$ cat src/hw/sac_pkg.sv
// shared constants for the successive-approximation converter control block
package sac_pkg;

  // register byte offsets on the plain register port
  localparam logic [7:0] SAC_CTRL_OFS     = 8'h00;  // mode, conversion type
  localparam logic [7:0] SAC_CHAN_OFS     = 8'h04;  // input channel select
  localparam logic [7:0] SAC_STATUS_OFS   = 8'h08;  // conversion_done_flag, busy
  localparam logic [7:0] SAC_RESULT_OFS   = 8'h0c;  // conversion_result_register
  localparam logic [7:0] SAC_OFFSET_OFS   = 8'h10;  // offset_coefficient
  localparam logic [7:0] SAC_GAIN_OFS     = 8'h14;  // gain_coefficient
  localparam logic [7:0] SAC_IRQ_STAT_OFS = 8'h18;  // sticky events, read clears
  localparam logic [7:0] SAC_IRQ_MASK_OFS = 8'h1c;  // event enables

  // field layout of the control register
  localparam int SAC_CTRL_MODE_LSB = 0;   // two bits of input configuration
  localparam int SAC_CTRL_TYPE_LSB = 2;   // three bits of conversion type

  // field layout of status and interrupt registers
  localparam int SAC_EV_DONE    = 0;  // a result was stored
  localparam int SAC_EV_OVERRUN = 1;  // a trigger came while converting
  localparam int SAC_STAT_BUSY  = 1;  // status bit 1 shows the engine busy

  // input configurations
  typedef enum logic [1:0] {
    SAC_MODE_SINGLE = 2'h0,  // single-ended, straight binary
    SAC_MODE_DIFF   = 2'h1,  // fully differential, two's complement
    SAC_MODE_PSEUDO = 2'h2   // pseudo differential, straight binary
  } sac_mode_e;

  // conversion start sources
  typedef enum logic [2:0] {
    SAC_TYPE_OFF    = 3'h0,  // no conversions
    SAC_TYPE_SINGLE = 3'h1,  // one conversion per write
    SAC_TYPE_CONT   = 3'h2,  // software conversions, one per sample slot
    SAC_TYPE_EXT    = 3'h3,  // external_conversion_trigger rising edge
    SAC_TYPE_PLA    = 3'h4,  // programmable_logic_array output rising edge
    SAC_TYPE_TMR0   = 3'h5,  // first_timer_overflow pulse
    SAC_TYPE_TMR1   = 3'h6   // second_timer_overflow pulse
  } sac_type_e;

  // widths and codes
  localparam int          SAC_RES_BITS  = 12;      // converter resolution
  localparam int          SAC_COEF_BITS = 10;      // signed quarter-lsb coefficients
  localparam int          SAC_CHAN_BITS = 5;       // channel select width
  localparam logic [4:0]  SAC_TEMP_CHAN = 5'h10;   // temperature sensor channel

  // factory coefficient defaults; real parts load trimmed values here
  localparam logic [9:0]  SAC_OFFSET_RST = 10'h000;
  localparam logic [9:0]  SAC_GAIN_RST   = 10'h000;

  // timing: sample period at full throughput, derived at the 40 MHz core clock
  localparam int SAC_CLK_HZ        = 40000000;
  localparam int SAC_SAMPLE_NS     = 1000;   // one million samples per second
  localparam int SAC_SAMPLE_CYCLES = (SAC_SAMPLE_NS * (SAC_CLK_HZ / 1000000)) / 1000;
  localparam int SAC_TRACK_CYCLES  = 6;      // acquisition before the bit search

endpackage

$ cat src/hw/sac_top.sv
// Overview of operation
// - twelve-bit successive-approximation search, two arrays
// - one sample per microsecond at core clock
// - differential, single-ended or pseudo differential inputs
// - software single or continuous conversions
// - pin, logic array or timer overflow triggers
// - extra channel selects the temperature sensor
// - single-ended results in straight binary
// - differential results in two's complement
// - signed result shifted right by one
// - coefficients reset to factory values, writable
// - digital offset correction, quarter-lsb step
// - gain correction, quarter-lsb step
// - pollable done flag once result is ready
//
// The implementer's own choices: the placing of the registers and the strobed register port.
`timescale 1ns/1ps
`default_nettype none
module sac_top
  import sac_pkg::*;
#(
  parameter logic [SAC_COEF_BITS-1:0] OFFSET_FACTORY = SAC_OFFSET_RST,  // trimmed offset
  parameter logic [SAC_COEF_BITS-1:0] GAIN_FACTORY   = SAC_GAIN_RST     // trimmed gain
) (
  input  wire logic                      clk_sys,                      // core clock, 40 MHz
  input  wire logic                      reset,                        // async, active high
  input  wire logic                      clk_en,                       // freezes all state
  input  wire logic [7:0]                reg_addr,                     // byte address
  input  wire logic [31:0]               reg_wdata,                    // write data
  input  wire logic                      reg_wr,                       // write strobe
  input  wire logic                      reg_rd,                       // read strobe
  output logic [31:0]                    reg_rdata,                    // data after a read
  input  wire logic                      external_conversion_trigger,  // start pin
  input  wire logic                      programmable_logic_array,     // logic array output
  input  wire logic                      first_timer_overflow,         // timer pulse
  input  wire logic                      second_timer_overflow,        // timer pulse
  input  wire logic                      cmp_in,                       // comparator decision
  output logic                           sample_hold,                  // track phase
  output logic [SAC_RES_BITS-1:0]        trial_p,                      // positive array code
  output logic [SAC_RES_BITS-1:0]        trial_n,                      // negative array code
  output logic [SAC_CHAN_BITS-1:0]       chan_sel,                     // mux channel
  output logic                           temp_sensor_sel,              // temperature source
  output logic [1:0]                     input_mode,                   // input configuration
  output logic                           busy,                         // conversion running
  output logic                           irq                           // level interrupt
);
  import sac_pkg::*;

  // all control state of the block except the busy_reg shadow flop
  typedef struct packed {
    logic [1:0]               mode;       // input configuration
    logic [2:0]               ctype;      // conversion start source
    logic [SAC_CHAN_BITS-1:0] chan;       // selected channel
    logic [SAC_COEF_BITS-1:0] offset;     // offset_coefficient
    logic [SAC_COEF_BITS-1:0] gain;       // gain_coefficient
    logic [15:0]              result;     // conversion_result_register
    logic                     done_flag;  // conversion_done_flag
    logic [1:0]               irq_stat;   // sticky events
    logic [1:0]               irq_mask;   // event enables
    logic [31:0]              rdata;      // read answer
    logic                     single;     // one software start pending
    logic                     trig_prev;  // last level of the trigger source
    logic [7:0]               period;     // cycles until the next sample slot
    logic                     start;      // start pulse to the search engine
    logic                     irq;        // registered interrupt
    logic                     temp_sel;   // registered temperature select
  } sac_top_s;

  sac_top_s s_reg;
  sac_top_s s_next;

  // search engine and correction outputs
  logic                    sar_busy;    // engine not idle
  logic                    sar_done;    // raw code finished
  logic [SAC_RES_BITS-1:0] sar_raw;     // raw code
  logic [15:0]             corr_word;   // coded, corrected word
  logic                    corr_valid;  // word ready

  // helper terms
  logic       trig_level;   // level of the chosen hardware source
  logic       trig_edge;    // rising edge of it
  logic       can_start;    // engine idle, no start in flight and no result pending
  logic [1:0] ev_set;       // events this cycle
  logic [1:0] ev_clr;       // clear from an interrupt status read
  logic       cp_done;      // done flag set this cycle

  // the conversion engine itself
  sac_sar u_sar (
    .clk_sys     (clk_sys),
    .reset       (reset),
    .clk_en      (clk_en),
    .start       (s_reg.start),
    .cmp_in      (cmp_in),
    .sample_hold (sample_hold),
    .trial_p     (trial_p),
    .trial_n     (trial_n),
    .raw         (sar_raw),
    .done        (sar_done),
    .busy        (sar_busy)
  );

  // correction and coding after the search
  sac_corr u_corr (
    .clk_sys   (clk_sys),
    .reset     (reset),
    .clk_en    (clk_en),
    .in_valid  (sar_done),
    .raw       (sar_raw),
    .diff      (s_reg.mode == SAC_MODE_DIFF),
    .offset    (s_reg.offset),
    .gain      (s_reg.gain),
    .result    (corr_word),
    .out_valid (corr_valid)
  );

  // choose the hardware trigger source
  always_comb begin
    case (s_reg.ctype)
      SAC_TYPE_EXT:  trig_level = external_conversion_trigger;
      SAC_TYPE_PLA:  trig_level = programmable_logic_array;
      SAC_TYPE_TMR0: trig_level = first_timer_overflow;
      SAC_TYPE_TMR1: trig_level = second_timer_overflow;
      default:       trig_level = 1'b0;
    endcase
  end

  assign trig_edge = trig_level & ~s_reg.trig_prev;
  // a start in flight counts as busy, so no double start is issued
  assign can_start = ~sar_busy & ~s_reg.start & ~corr_valid & ~sar_done;

  // control, register access and start scheduling
  always_comb begin
    s_next           = s_reg;
    s_next.start     = 1'b0;
    s_next.trig_prev = trig_level;
    ev_set           = 2'b00;
    ev_clr           = 2'b00;
    cp_done          = 1'b0;

    // sample slot counter paces continuous mode to one per microsecond
    if (s_reg.period != 8'h00) begin
      s_next.period = s_reg.period - 8'h01;
    end

    // start requests
    case (s_reg.ctype)
      SAC_TYPE_SINGLE: begin
        if (s_reg.single && can_start) begin
          s_next.start  = 1'b1;
          s_next.single = 1'b0;
        end
      end
      SAC_TYPE_CONT: begin
        if (can_start && s_reg.period == 8'h00) begin
          s_next.start  = 1'b1;
          s_next.period = 8'(SAC_SAMPLE_CYCLES - 1);
        end
      end
      SAC_TYPE_EXT, SAC_TYPE_PLA, SAC_TYPE_TMR0, SAC_TYPE_TMR1: begin
        // a trigger during a conversion is dropped and reported
        if (trig_edge) begin
          if (can_start) begin
            s_next.start = 1'b1;
          end else begin
            ev_set[SAC_EV_OVERRUN] = 1'b1;
          end
        end
      end
      default: begin
        s_next.single = 1'b0;
      end
    endcase

    // finished word lands whole in the result register
    if (corr_valid) begin
      s_next.result        = corr_word;
      cp_done              = 1'b1;
      ev_set[SAC_EV_DONE]  = 1'b1;
    end

    // register writes
    if (reg_wr) begin
      case (reg_addr)
        SAC_CTRL_OFS: begin
          s_next.mode   = reg_wdata[SAC_CTRL_MODE_LSB +: 2];
          s_next.ctype  = reg_wdata[SAC_CTRL_TYPE_LSB +: 3];
          s_next.single = (reg_wdata[SAC_CTRL_TYPE_LSB +: 3] == SAC_TYPE_SINGLE);
        end
        SAC_CHAN_OFS:     s_next.chan     = reg_wdata[SAC_CHAN_BITS-1:0];
        SAC_OFFSET_OFS:   s_next.offset   = reg_wdata[SAC_COEF_BITS-1:0];
        SAC_GAIN_OFS:     s_next.gain     = reg_wdata[SAC_COEF_BITS-1:0];
        SAC_IRQ_MASK_OFS: s_next.irq_mask = reg_wdata[1:0];
        default: begin
          s_next.irq_mask = s_reg.irq_mask;
        end
      endcase
    end

    // register reads, answered one cycle later
    if (reg_rd) begin
      case (reg_addr)
        SAC_CTRL_OFS:     s_next.rdata = {27'h0, s_reg.ctype, s_reg.mode};
        SAC_CHAN_OFS:     s_next.rdata = {27'h0, s_reg.chan};
        SAC_STATUS_OFS:   s_next.rdata = {30'h0, sar_busy, s_reg.done_flag};
        SAC_RESULT_OFS:   s_next.rdata = {{16{s_reg.result[15]}}, s_reg.result};
        SAC_OFFSET_OFS:   s_next.rdata = 32'(signed'(s_reg.offset));
        SAC_GAIN_OFS:     s_next.rdata = 32'(signed'(s_reg.gain));
        SAC_IRQ_STAT_OFS: s_next.rdata = {30'h0, s_reg.irq_stat};
        SAC_IRQ_MASK_OFS: s_next.rdata = {30'h0, s_reg.irq_mask};
        default:          s_next.rdata = 32'h0000_0000;  // unmapped reads zero
      endcase
      if (reg_addr == SAC_IRQ_STAT_OFS) begin
        ev_clr = 2'b11;
      end
    end

    // a result read clears the done flag, but a new result wins
    if (reg_rd && reg_addr == SAC_RESULT_OFS) begin
      s_next.done_flag = 1'b0;
    end
    if (cp_done) begin
      s_next.done_flag = 1'b1;
    end

    // sticky events: set beats the read clear
    s_next.irq_stat = (s_reg.irq_stat & ~ev_clr) | ev_set;
    s_next.irq      = |(s_next.irq_stat & s_next.irq_mask);
    // the temperature channel steers the mux to the sensor
    s_next.temp_sel = (s_next.chan == SAC_TEMP_CHAN);
  end

  // state register; coefficients come back to the trimmed values on reset
  always_ff @(posedge clk_sys or posedge reset) begin
    if (reset) begin
      s_reg           <= '0;
      s_reg.offset    <= OFFSET_FACTORY;
      s_reg.gain      <= GAIN_FACTORY;
    end else if (clk_en) begin
      s_reg <= s_next;
    end
  end

  // busy is registered here so all outputs but sample_hold and trial_n come from flops
  logic busy_reg;

  // shadow of engine activity for the busy pin
  always_ff @(posedge clk_sys or posedge reset) begin
    if (reset) begin
      busy_reg <= 1'b0;
    end else if (clk_en) begin
      busy_reg <= sar_busy | s_reg.start;
    end
  end

  assign reg_rdata       = s_reg.rdata;
  assign chan_sel        = s_reg.chan;
  assign temp_sensor_sel = s_reg.temp_sel;
  assign input_mode      = s_reg.mode;
  assign busy            = busy_reg;
  assign irq             = s_reg.irq;

endmodule
`default_nettype wire

$ cat src/hw/sac_sar.sv
`timescale 1ns/1ps
`default_nettype none
// bit search over two complementary capacitor arrays
module sac_sar
  import sac_pkg::*;
(
  input  wire logic                    clk_sys,     // core clock
  input  wire logic                    reset,       // async, active high
  input  wire logic                    clk_en,      // freezes all state when low
  input  wire logic                    start,       // begin one conversion
  input  wire logic                    cmp_in,      // high: input above trial level
  output logic                         sample_hold, // high while tracking
  output logic [SAC_RES_BITS-1:0]      trial_p,     // positive array code
  output logic [SAC_RES_BITS-1:0]      trial_n,     // negative array code
  output logic [SAC_RES_BITS-1:0]      raw,         // finished code
  output logic                         done,        // one-cycle pulse at end
  output logic                         busy         // engine not idle
);
  import sac_pkg::*;

  typedef enum logic [3:0] {
    SAR_IDLE  = 4'h1,
    SAR_TRACK = 4'h2,
    SAR_BITS  = 4'h4,
    SAR_DONE  = 4'h8
  } sac_sar_state_e;

  typedef struct packed {
    sac_sar_state_e          st;     // search phase
    logic [3:0]              cnt;    // track cycles or bit index
    logic [SAC_RES_BITS-1:0] code;   // code under test
    logic [SAC_RES_BITS-1:0] raw;    // last finished code
    logic                    done;   // end pulse
  } sac_sar_s;

  sac_sar_s s_reg;
  sac_sar_s s_next;

  // one step of the binary search per clock
  always_comb begin
    s_next      = s_reg;
    s_next.done = 1'b0;
    case (s_reg.st)
      SAR_IDLE: begin
        if (start) begin
          s_next.st  = SAR_TRACK;
          s_next.cnt = 4'(SAC_TRACK_CYCLES - 1);
        end
      end
      SAR_TRACK: begin
        // start at mid-scale, msb trial first
        if (s_reg.cnt == 4'h0) begin
          s_next.st   = SAR_BITS;
          s_next.cnt  = 4'(SAC_RES_BITS - 1);
          s_next.code = {1'b1, {(SAC_RES_BITS-1){1'b0}}};
        end else begin
          s_next.cnt = s_reg.cnt - 4'h1;
        end
      end
      SAR_BITS: begin
        // keep or drop the bit under test, then try the next lower one
        if (!cmp_in) begin
          s_next.code[s_reg.cnt] = 1'b0;
        end
        if (s_reg.cnt == 4'h0) begin
          s_next.st = SAR_DONE;
        end else begin
          s_next.cnt                    = s_reg.cnt - 4'h1;
          s_next.code[s_reg.cnt - 4'h1] = 1'b1;
        end
      end
      SAR_DONE: begin
        s_next.raw  = s_reg.code;
        s_next.done = 1'b1;
        s_next.st   = SAR_IDLE;
      end
      default: begin
        s_next.st = SAR_IDLE;
      end
    endcase
  end

  // state register, held while the clock enable is low
  always_ff @(posedge clk_sys or posedge reset) begin
    if (reset) begin
      s_reg <= '{st: SAR_IDLE, cnt: 4'h0, code: '0, raw: '0, done: 1'b0};
    end else if (clk_en) begin
      s_reg <= s_next;
    end
  end

  assign sample_hold = (s_reg.st == SAR_TRACK);
  assign trial_p     = s_reg.code;
  assign trial_n     = ~s_reg.code;  // second array steps the other way
  assign raw         = s_reg.raw;
  assign done        = s_reg.done;
  assign busy        = (s_reg.st != SAR_IDLE);

endmodule
`default_nettype wire

$ cat src/hw/sac_corr.sv
`timescale 1ns/1ps
`default_nettype none
// digital offset and gain correction plus output coding
module sac_corr
  import sac_pkg::*;
(
  input  wire logic                      clk_sys,  // core clock
  input  wire logic                      reset,    // async, active high
  input  wire logic                      clk_en,   // freezes all state when low
  input  wire logic                      in_valid, // raw code ready
  input  wire logic [SAC_RES_BITS-1:0]   raw,      // offset-binary code
  input  wire logic                      diff,     // fully differential coding
  input  wire logic [SAC_COEF_BITS-1:0]  offset,   // signed, quarter lsb
  input  wire logic [SAC_COEF_BITS-1:0]  gain,     // signed, quarter lsb at full scale
  output logic [15:0]                    result,   // coded word
  output logic                           out_valid // one-cycle pulse
);
  import sac_pkg::*;

  typedef struct packed {
    logic [15:0] result;  // coded word
    logic        valid;   // pulse with the word
  } sac_corr_s;

  sac_corr_s s_reg;
  sac_corr_s s_next;

  logic signed [13:0] x;      // sample as signed lsb count
  logic signed [23:0] prod;   // gain term before scaling
  logic signed [17:0] q;      // corrected value in quarter lsb
  logic signed [17:0] r;      // rounded to whole lsb
  logic signed [11:0] code;   // clamped code

  // correct in quarter steps, round once, clamp to the code range
  always_comb begin
    s_next       = s_reg;
    s_next.valid = in_valid;
    // differential codes are centred on zero, single-ended on ground
    if (diff) begin
      x = 14'(signed'({2'b00, raw}) - 14'sd2048);
    end else begin
      x = signed'({2'b00, raw});
    end
    prod = 24'(x * signed'(gain));
    q    = 18'(x) * 18'sd4 + 18'(signed'(offset)) + 18'(prod >>> 12);
    r    = (q + 18'sd2) >>> 2;
    code = 12'(r);
    if (diff) begin
      // two's complement, sat to the signed span
      if (r > 18'sd2047) begin
        code = 12'sd2047;
      end else if (r < -18'sd2048) begin
        code = -12'sd2048;
      end
      // halved so the word reads as a signed integer
      if (in_valid) begin
        s_next.result = 16'(signed'(code) >>> 1);
      end
    end else begin
      // straight binary, one step per fs/4096
      if (r > 18'sd4095) begin
        code = 12'hfff;
      end else if (r < 18'sd0) begin
        code = 12'h000;
      end
      if (in_valid) begin
        s_next.result = {4'h0, code};
      end
    end
  end

  // whole word changes in one edge only
  always_ff @(posedge clk_sys or posedge reset) begin
    if (reset) begin
      s_reg <= '{result: 16'h0000, valid: 1'b0};
    end else if (clk_en) begin
      s_reg <= s_next;
    end
  end

  assign result    = s_reg.result;
  assign out_valid = s_reg.valid;

endmodule
`default_nettype wire

$ cat config.mk
export PLATFORM = sky130hd
export DESIGN_NAME = sac_top
export DESIGN_NICKNAME = d
export VERILOG_FILES = /design/src/hw/sac_pkg.sv /design/src/hw/sac_top.sv /design/src/hw/sac_sar.sv /design/src/hw/sac_corr.sv
export SDC_FILE = /design/constraint.sdc
export NUM_CORES = 1
export LEC_CHECK = 0
export BUFFER_PORTS_ARGS = -buffer_cell sky130_fd_sc_hd__buf_2
export CAP_MARGIN = 0
export CORE_AREA = 2 2 117 204
export CTS_CLUSTER_DIAMETER = 80
export DETAILED_ROUTE_END_ITERATION = 7
export DIE_AREA = 0 0 119 206
export GPL_ROUTABILITY_DRIVEN = 0
export PLACE_DENSITY = 0.78
export SLEW_MARGIN = 20
export SYNTH_ARGS = -nofsm -noshare
export SYNTH_HDL_FRONTEND = slang
export SYNTH_HIERARCHICAL = 1
export SYNTH_SLANG_ARGS = --single-unit
$ cat constraint.sdc
create_clock -name clk_sys -period 8.56 [get_ports clk_sys]
set_input_delay 0.856 -clock clk_sys [delete_from_list [all_inputs] [get_ports clk_sys]]
set_output_delay 0.856 -clock clk_sys [all_outputs]
set_load 0.05 [all_outputs]
==> metrics, run 1 <==
Total Routing Usage GR=26.9%; hold_buf cts=0; min Tclk post-route=between 8 and 9 ns; antenna violations before repair=0; Startpoint Class=register; Fillers=between 1500 and 2000; register area=about 0.0032 sq mm; reg2reg start=s_reg[69]$_DFFE_PP0P_; IO Pins=between 100 and 150; gr ovfl total=0; critical path capture point type=register; vias in the first global route=10200; CTS tree=built; reg-to-reg slack, setup=approximately 0.13 ns; max FFs per register=55; post-route cell area=around 0.014 sq mm; Max Slew Vio Count=0; CP max stage cell=fa_1; peak supply drop=roughly 0.21 mV; Hold EP=reg_rdata[8]$_DFFE_PP0P_; largest net degree at the start of global routing=82; Worst Hold Class=reg -> reg; Layout Nets=about 1700; 1st-pass router iterations=7; synth unique cells=between 80 and 90; syn_nets=roughly 1600; Static Leak=approximately 7.3 nW; Syn. warnings=6; final std cells w/o fill=1755; routed vias/inst=between 5 and 6; Hold Vio Cnt, Final=0; final worst path period share=98.4%; Die X-Extent=roughly 120 um; Post-DP Area=0.0133 sq mm; CTS Buf Count=17; final core utilization=approximately 62%; DP Wirelength=between 20 and 25 mm; unrepaired setup endpoints after global routing=yes; Netlist Area Pre-Place=between 0.01 and 0.015 sq mm; Initial Util=between 50 and 60%; share of cells above drive strength 1=about a quarter; dpl cells=between 1500 and 2000; CTS root buf=clkbuf_16; Power Density=about 130 mW/mm^2; most instantiated cells after synthesis=inv_1 (198), fa_1 (132), nand2_1 (132); area of the multi-input gates=roughly 0.0082 sq mm; Worst Hold Path Cells=2; hold path startpoint=reg_rdata[8]$_DFFE_PP0P_; FP Rows=74; residual DRC count=0; Core Area=roughly 0.023 sq mm; Required @ worst endpoint=just under 9 ns; flops & latches, synth=around 130; critical path class=reg -> reg; Cells after Synth=between 1000 and 1500; Die H=roughly 210 um; Clock transition at path regs=about 0.060 ns; H-tree levels=4; Iter 0 DRT Violations=between 600 and 700; Setup Skew=0.0110 ns; routed wire length=between 30 and 40 mm; cell with the most instances after synthesis=inv_1; crit path from=s_reg[69]$_DFFE_PP0P_; r2r worst-path depth=35; Worst Path Arrival=approximately 8.8 ns; most numerous cell on the critical path=fa_1; clock buffer depth=2; Routed Antenna Nets=0; register area share after synthesis=25.4%; max frequency=between 100 and 150 MHz; PortBufs=94; ranking of synthesized cells by area=dfrtp_1 (25%), fa_1 (21%), ha_1 (7.0%); EDFF count, synth=0; async set or reset register ratio after synthesis=100%; Max stage delay on crit path=between 0.5 and 0.6 ns; area share of the leading cell type in the synthesized netlist=about a quarter; Max Fanout on Critical Path=4; mean post-synth cell area=9.43 sq um; status=completed; MaxCap Viol Count=0; Worst Tran Pin Value=0.808 ns; Area Growth Syn to Fin=13.8%; CTS Sinks=between 100 and 150; reg2reg end=u_corr/result[11]$_DFFE_PP0P_; Fin Hold WS=around 0.48 ns; predominant post-synthesis flop cell=dfrtp_1; via count=just over 10000; die area=between 0.02 and 0.025 sq mm; global-route wire length before repair=51.3 mm; worst-skew pair later-pin latency=around 0.44 ns; drt wl/cell=18.7 um; relative slew slack=around 45%; antenna fix cells=0; total power=1.83 mW; area leader, netlist=dfrtp_1; final setup fails=0
## stage by stage
stage | setup slack (ns) | setup TNS (ns)
detailed placement | -0.186 | -1.69
CTS | 0.00304 | 0
global placement | -0.00455 | -0.00599
floorplan | 0.148 | 0
global route | -0.207 | -1.15
finish | 0.133 | 0
## cell usage in the layout (no fill, tap or decap), types with 10 or more instances in the layout
cell type and instances:
nor2b_1 17, nor3_1 13, buf_4 96, buf_2 96, nand2_1 130, nor2_1 63, fa_1 127, nand4_1 12
mux2i_1 11, inv_1 196, xnor2_1 20, a22oi_1 13, ha_1 65, o21ai_1 27, o21ai_0 40, clkbuf_16 17
and2_1 45, dfrtp_2 18, mux2_2 49, o211ai_1 12, nand2b_1 14, a21oi_1 55, a22o_1 10, dfrtp_1 109
## how the worst max path moves through the flow
stage	cells after the start	end
5_1_grt	35	u_corr/result[11]$_DFFE_PP0P_
3_3_place_gp	32	u_corr/result[2]$_DFFE_PP0P_
6_report	35	u_corr/result[11]$_DFFE_PP0P_
2_1_floorplan	32	u_corr/result[0]$_DFFE_PP0P_
4_1_cts	33	u_corr/result[3]$_DFFE_PP0P_
3_5_place_dp	32	u_corr/result[2]$_DFFE_PP0P_
## critical path, delay by kind of cell, from the launching register on
kind            cells  cell delay, ns
compound gates     12            2.10
xor+xnor            1            0.20
fa+ha+maj           8            3.71
buf+inv             6            0.61
flops               1            0.45
simple gates        8            1.22
## what timing repair did
| action | CTS | global route |
|---|---|---|
| gates resized for setup | 17 | 63 |
| endpoints found under the setup margin | 12 | 12 |
| setup buffers | 1 | 34 |
| pin swaps | 2 | 40 |
| endpoints found under the hold margin | 0 | 0 |
## power by group
part           switching (mW)  internal (mW)
Clock                   0.298          0.405
Sequential             0.0780          0.656
Combinational           0.249          0.141
Total                   0.624           1.20
## cell type report
cell class | instances | area share [%]
timing repair buffer | 197 | 8.79
clock buffer | 19 | 3.01
tap | 304 | 2.65
clock inverter | 13 | 0.897
inverter | 198 | 5.18
multi-input combinational | 896 | 57.0
sequential | 128 | 22.5
## metal layers
layer,GRT usage [%],wire length (um),part of all wire [%],vias up
li1,-,-,-,4539
met1,28.9,11700,36,5104
met2,50.2,18000,55,321
met3,3.42,1110,3.4,123
met4,15.2,2100,6.4,0
met5,0,0,0,-
## kinds of logic (layout without fill, tap and decap cells)
logic type,count (synthesis),in the layout,share of synthesized area (%)
multiplexers,66,66,6.05
buffers and inverters,314,427,11.5
adder cells (fa/ha/maj),203,203,28.0
XOR/XNOR,30,30,2.14
AO/OA/AOI/OAI,221,221,11.0
AND/OR/NAND/NOR,376,376,15.9
flip-flops,128,128,25.4
(Power assumes the default switching activity.)
==> inputs of run 2 (changes only) <==
--- a/config.mk
+++ b/config.mk
@@ -13,6 +13,7 @@
 export DIE_AREA = 0 0 119 206
 export GPL_ROUTABILITY_DRIVEN = 0
 export PLACE_DENSITY = 0.78
+export RECOVER_POWER = 25
 export SLEW_MARGIN = 20
 export SYNTH_ARGS = -nofsm -noshare
 export SYNTH_HDL_FRONTEND = slang
==> metrics, run 2 (synthesis results as in run 1) <==
Die H=206 um (unchanged); Initial Util=54.7% (unchanged); Setup Skew=0.0111 ns (+0.000138 ns); unrepaired setup endpoints after global routing=yes; wl on met1=11.7 mm (about the same); most frequent cells in the layout=inv_1 (196), nand2_1 (130), fa_1 (127), dfrtp_1 (109); CTS Sinks=128 (unchanged); global-route wire length before repair=51.3 mm (unchanged); H-tree levels=4 (unchanged); Worst Path Buf+Inv=6 (unchanged); failing checks=capacitance limit, slew limit; status=finished, violations left; Die X-Extent=119 um (unchanged); met2 wire len=18.0 mm (about the same); Clock transition at path regs=0.06 ns (about the same); max FFs per register=55 (unchanged); Hold Vio Cnt, Final=0 (unchanged); CP max stage cell=fa_1; MaxCap Viol Count=2 (+2); routed wire length=32.9 mm (+0.19%); final setup fails=0 (unchanged); r2r worst-path depth=35 (unchanged); Power Density=127 mW/mm^2 (about the same); Core Area=0.0231 sq mm (unchanged); Routed Antenna Nets=0 (unchanged); gr ovfl total=0 (unchanged); dpl cells=1687 (unchanged); relative slew slack=-185% (-230 points); max frequency=119 MHz (about the same); routed vias/inst=5.75 (about the same); critical path capture point type=register; pre-CTS setup slack=-0.186 ns (unchanged); IO Pins=117 (unchanged); CTS Buf Count=17 (unchanged); Area Growth Syn to Fin=13.7% (about the same); final worst slack=0.131 ns (-0.00192 ns); Total Routing Usage GR=26.9% (unchanged); Worst Path Arrival=8.76 ns (about the same); Max stage delay on crit path=0.56 ns (about the same); final worst path period share=98.5% (about the same); Levels on crit path=35 (unchanged); antenna violations before repair=0 (unchanged); peak supply drop=0.215 mV (about the same); residual DRC count=0 (unchanged); Layout Nets=1691 (unchanged); Startpoint Class=register; die area=0.0245 sq mm (unchanged); final std cells w/o fill=1755 (unchanged); antenna fix cells=0 (unchanged); largest net degree at the start of global routing=82 (unchanged); crit-path leading delay family=adder cells; Static Leak=7.33 nW (-0.21%); PortBufs=94 (unchanged); Fillers=1825 (+0.22%); critical path class=reg -> reg; drt wl/cell=18.7 um (+0.19%); worst-skew pair later-pin latency=0.44 ns (about the same); Max Slew Vio Count=116 (+116); Worst Tran Pin Value=4.27 ns (+3.46 ns); commonest non-fill, non-tap cell in the layout=inv_1; Worst Hold Path Cells=2 (unchanged); share of cells above drive strength 1=25.4% (-0.21 points); hold_buf cts=0 (unchanged); via count=10100 (-0.0099%); Worst Hold Class=reg -> reg; Iter 0 DRT Violations=635 (+0.63%); final setup TNS=0 ns (unchanged); Max Fanout on Critical Path=4 (unchanged); 1st-pass router iterations=5 (-2); CTS root buf=clkbuf_16; vias in the first global route=10200 (unchanged); met3 WL=1.17 mm (+5.6%); DP Wirelength=24.9 mm (unchanged); min Tclk post-route=8.43 ns (+0.00192 ns); CTS tree=built; FP Rows=74 (unchanged); most numerous cell on the critical path=fa_1; Required @ worst endpoint=8.89 ns (about the same); uppermost layer routed=met4; clock buffer depth=2 (unchanged)
[run 2: changes by cell type in the layout (fill, tap and decap cells not counted), sizes merged]
cell      before  now
buf          196  193
clkbuf        20   23
clkinv         3    2
clkinvlp       4    5
[run 2: what timing repair did]
| item | 4_1_cts | 5_1_grt |
|---|---|---|
| pin swaps | 2 | 40 |
| gates resized for setup | 17 | 63 |
| setup endpoints to repair | 12 | 12 |
| buffers inserted | 1 | 34 |
[run 2: metal layers]
layer / up-vias / global-route usage, %
met5: - / 0
met4: 0 / 15.2
met3: 127 / 3.42
met2: 354 / 50.2
met1: 5069 / 28.9
li1: 4536 / -
[run 2: final timing paths]
kind / start / end / slack (ns)
worst max-delay path: s_reg[69]$_DFFE_PP0P_ / u_corr/result[11]$_DFFE_PP0P_ / 0.13
worst min-delay path: reg_rdata[8]$_DFFE_PP0P_ / reg_rdata[8]$_DFFE_PP0P_ / 0.48
worst max register to register: s_reg[69]$_DFFE_PP0P_ / u_corr/result[11]$_DFFE_PP0P_ / 0.13
worst min register to register: reg_rdata[8]$_DFFE_PP0P_ / reg_rdata[8]$_DFFE_PP0P_ / 0.48
max in group asynchronous: reset / s_reg[68]$_DFFE_PP0P_ / 3.71
min in group asynchronous: reset / u_corr/result[3]$_DFFE_PP0P_ / 0.51
[run 2: stage by stage]
step / area (sq um) / utilization, % / hold WS (ns) / total power [mW]
floorplan: 12600 / - / 0.445 / 1.00
global route: 14400 / 62.3 / 0.506 / 1.90
global placement: 13300 / 57.5 / 0.468 / 1.10
finish: 14400 / 62.3 / 0.478 / 1.83
CTS: 13900 / 60.2 / 0.484 / 1.82
detailed placement: 13300 / 57.5 / 0.470 / 1.11
[run 2: worst register-to-register path: cells and delay by family, from the launching register on]
| kind | cells | cell delay, ns |
|---|---|---|
| AO/OA/AOI/OAI | 12 | 2.10 |
| XOR/XNOR | 1 | 0.21 |
| adder cells (fa/ha/maj) | 8 | 3.72 |
| AND/OR/NAND/NOR | 8 | 1.24 |
| buffers and inverters | 6 | 0.61 |
| flip-flops | 1 | 0.45 |
[run 2: final cells by class]
cell class | count | area, sq um | share of cell area (%)
multi-input cells | 896 | 8190 | 57.1
flip-flops and latches | 128 | 3230 | 22.5
repair buffers | 197 | 1250 | 8.71
inverters | 198 | 744 | 5.19
clock buffers | 19 | 433 | 3.02
well taps | 304 | 380 | 2.65
clock inverters | 13 | 129 | 0.898
[run 2: power by group]
part           internal [mW]  leakage, nW  switching, mW
clock network          0.404        0.263          0.299
registers              0.656         1.69         0.0779
logic                  0.140         5.38          0.248
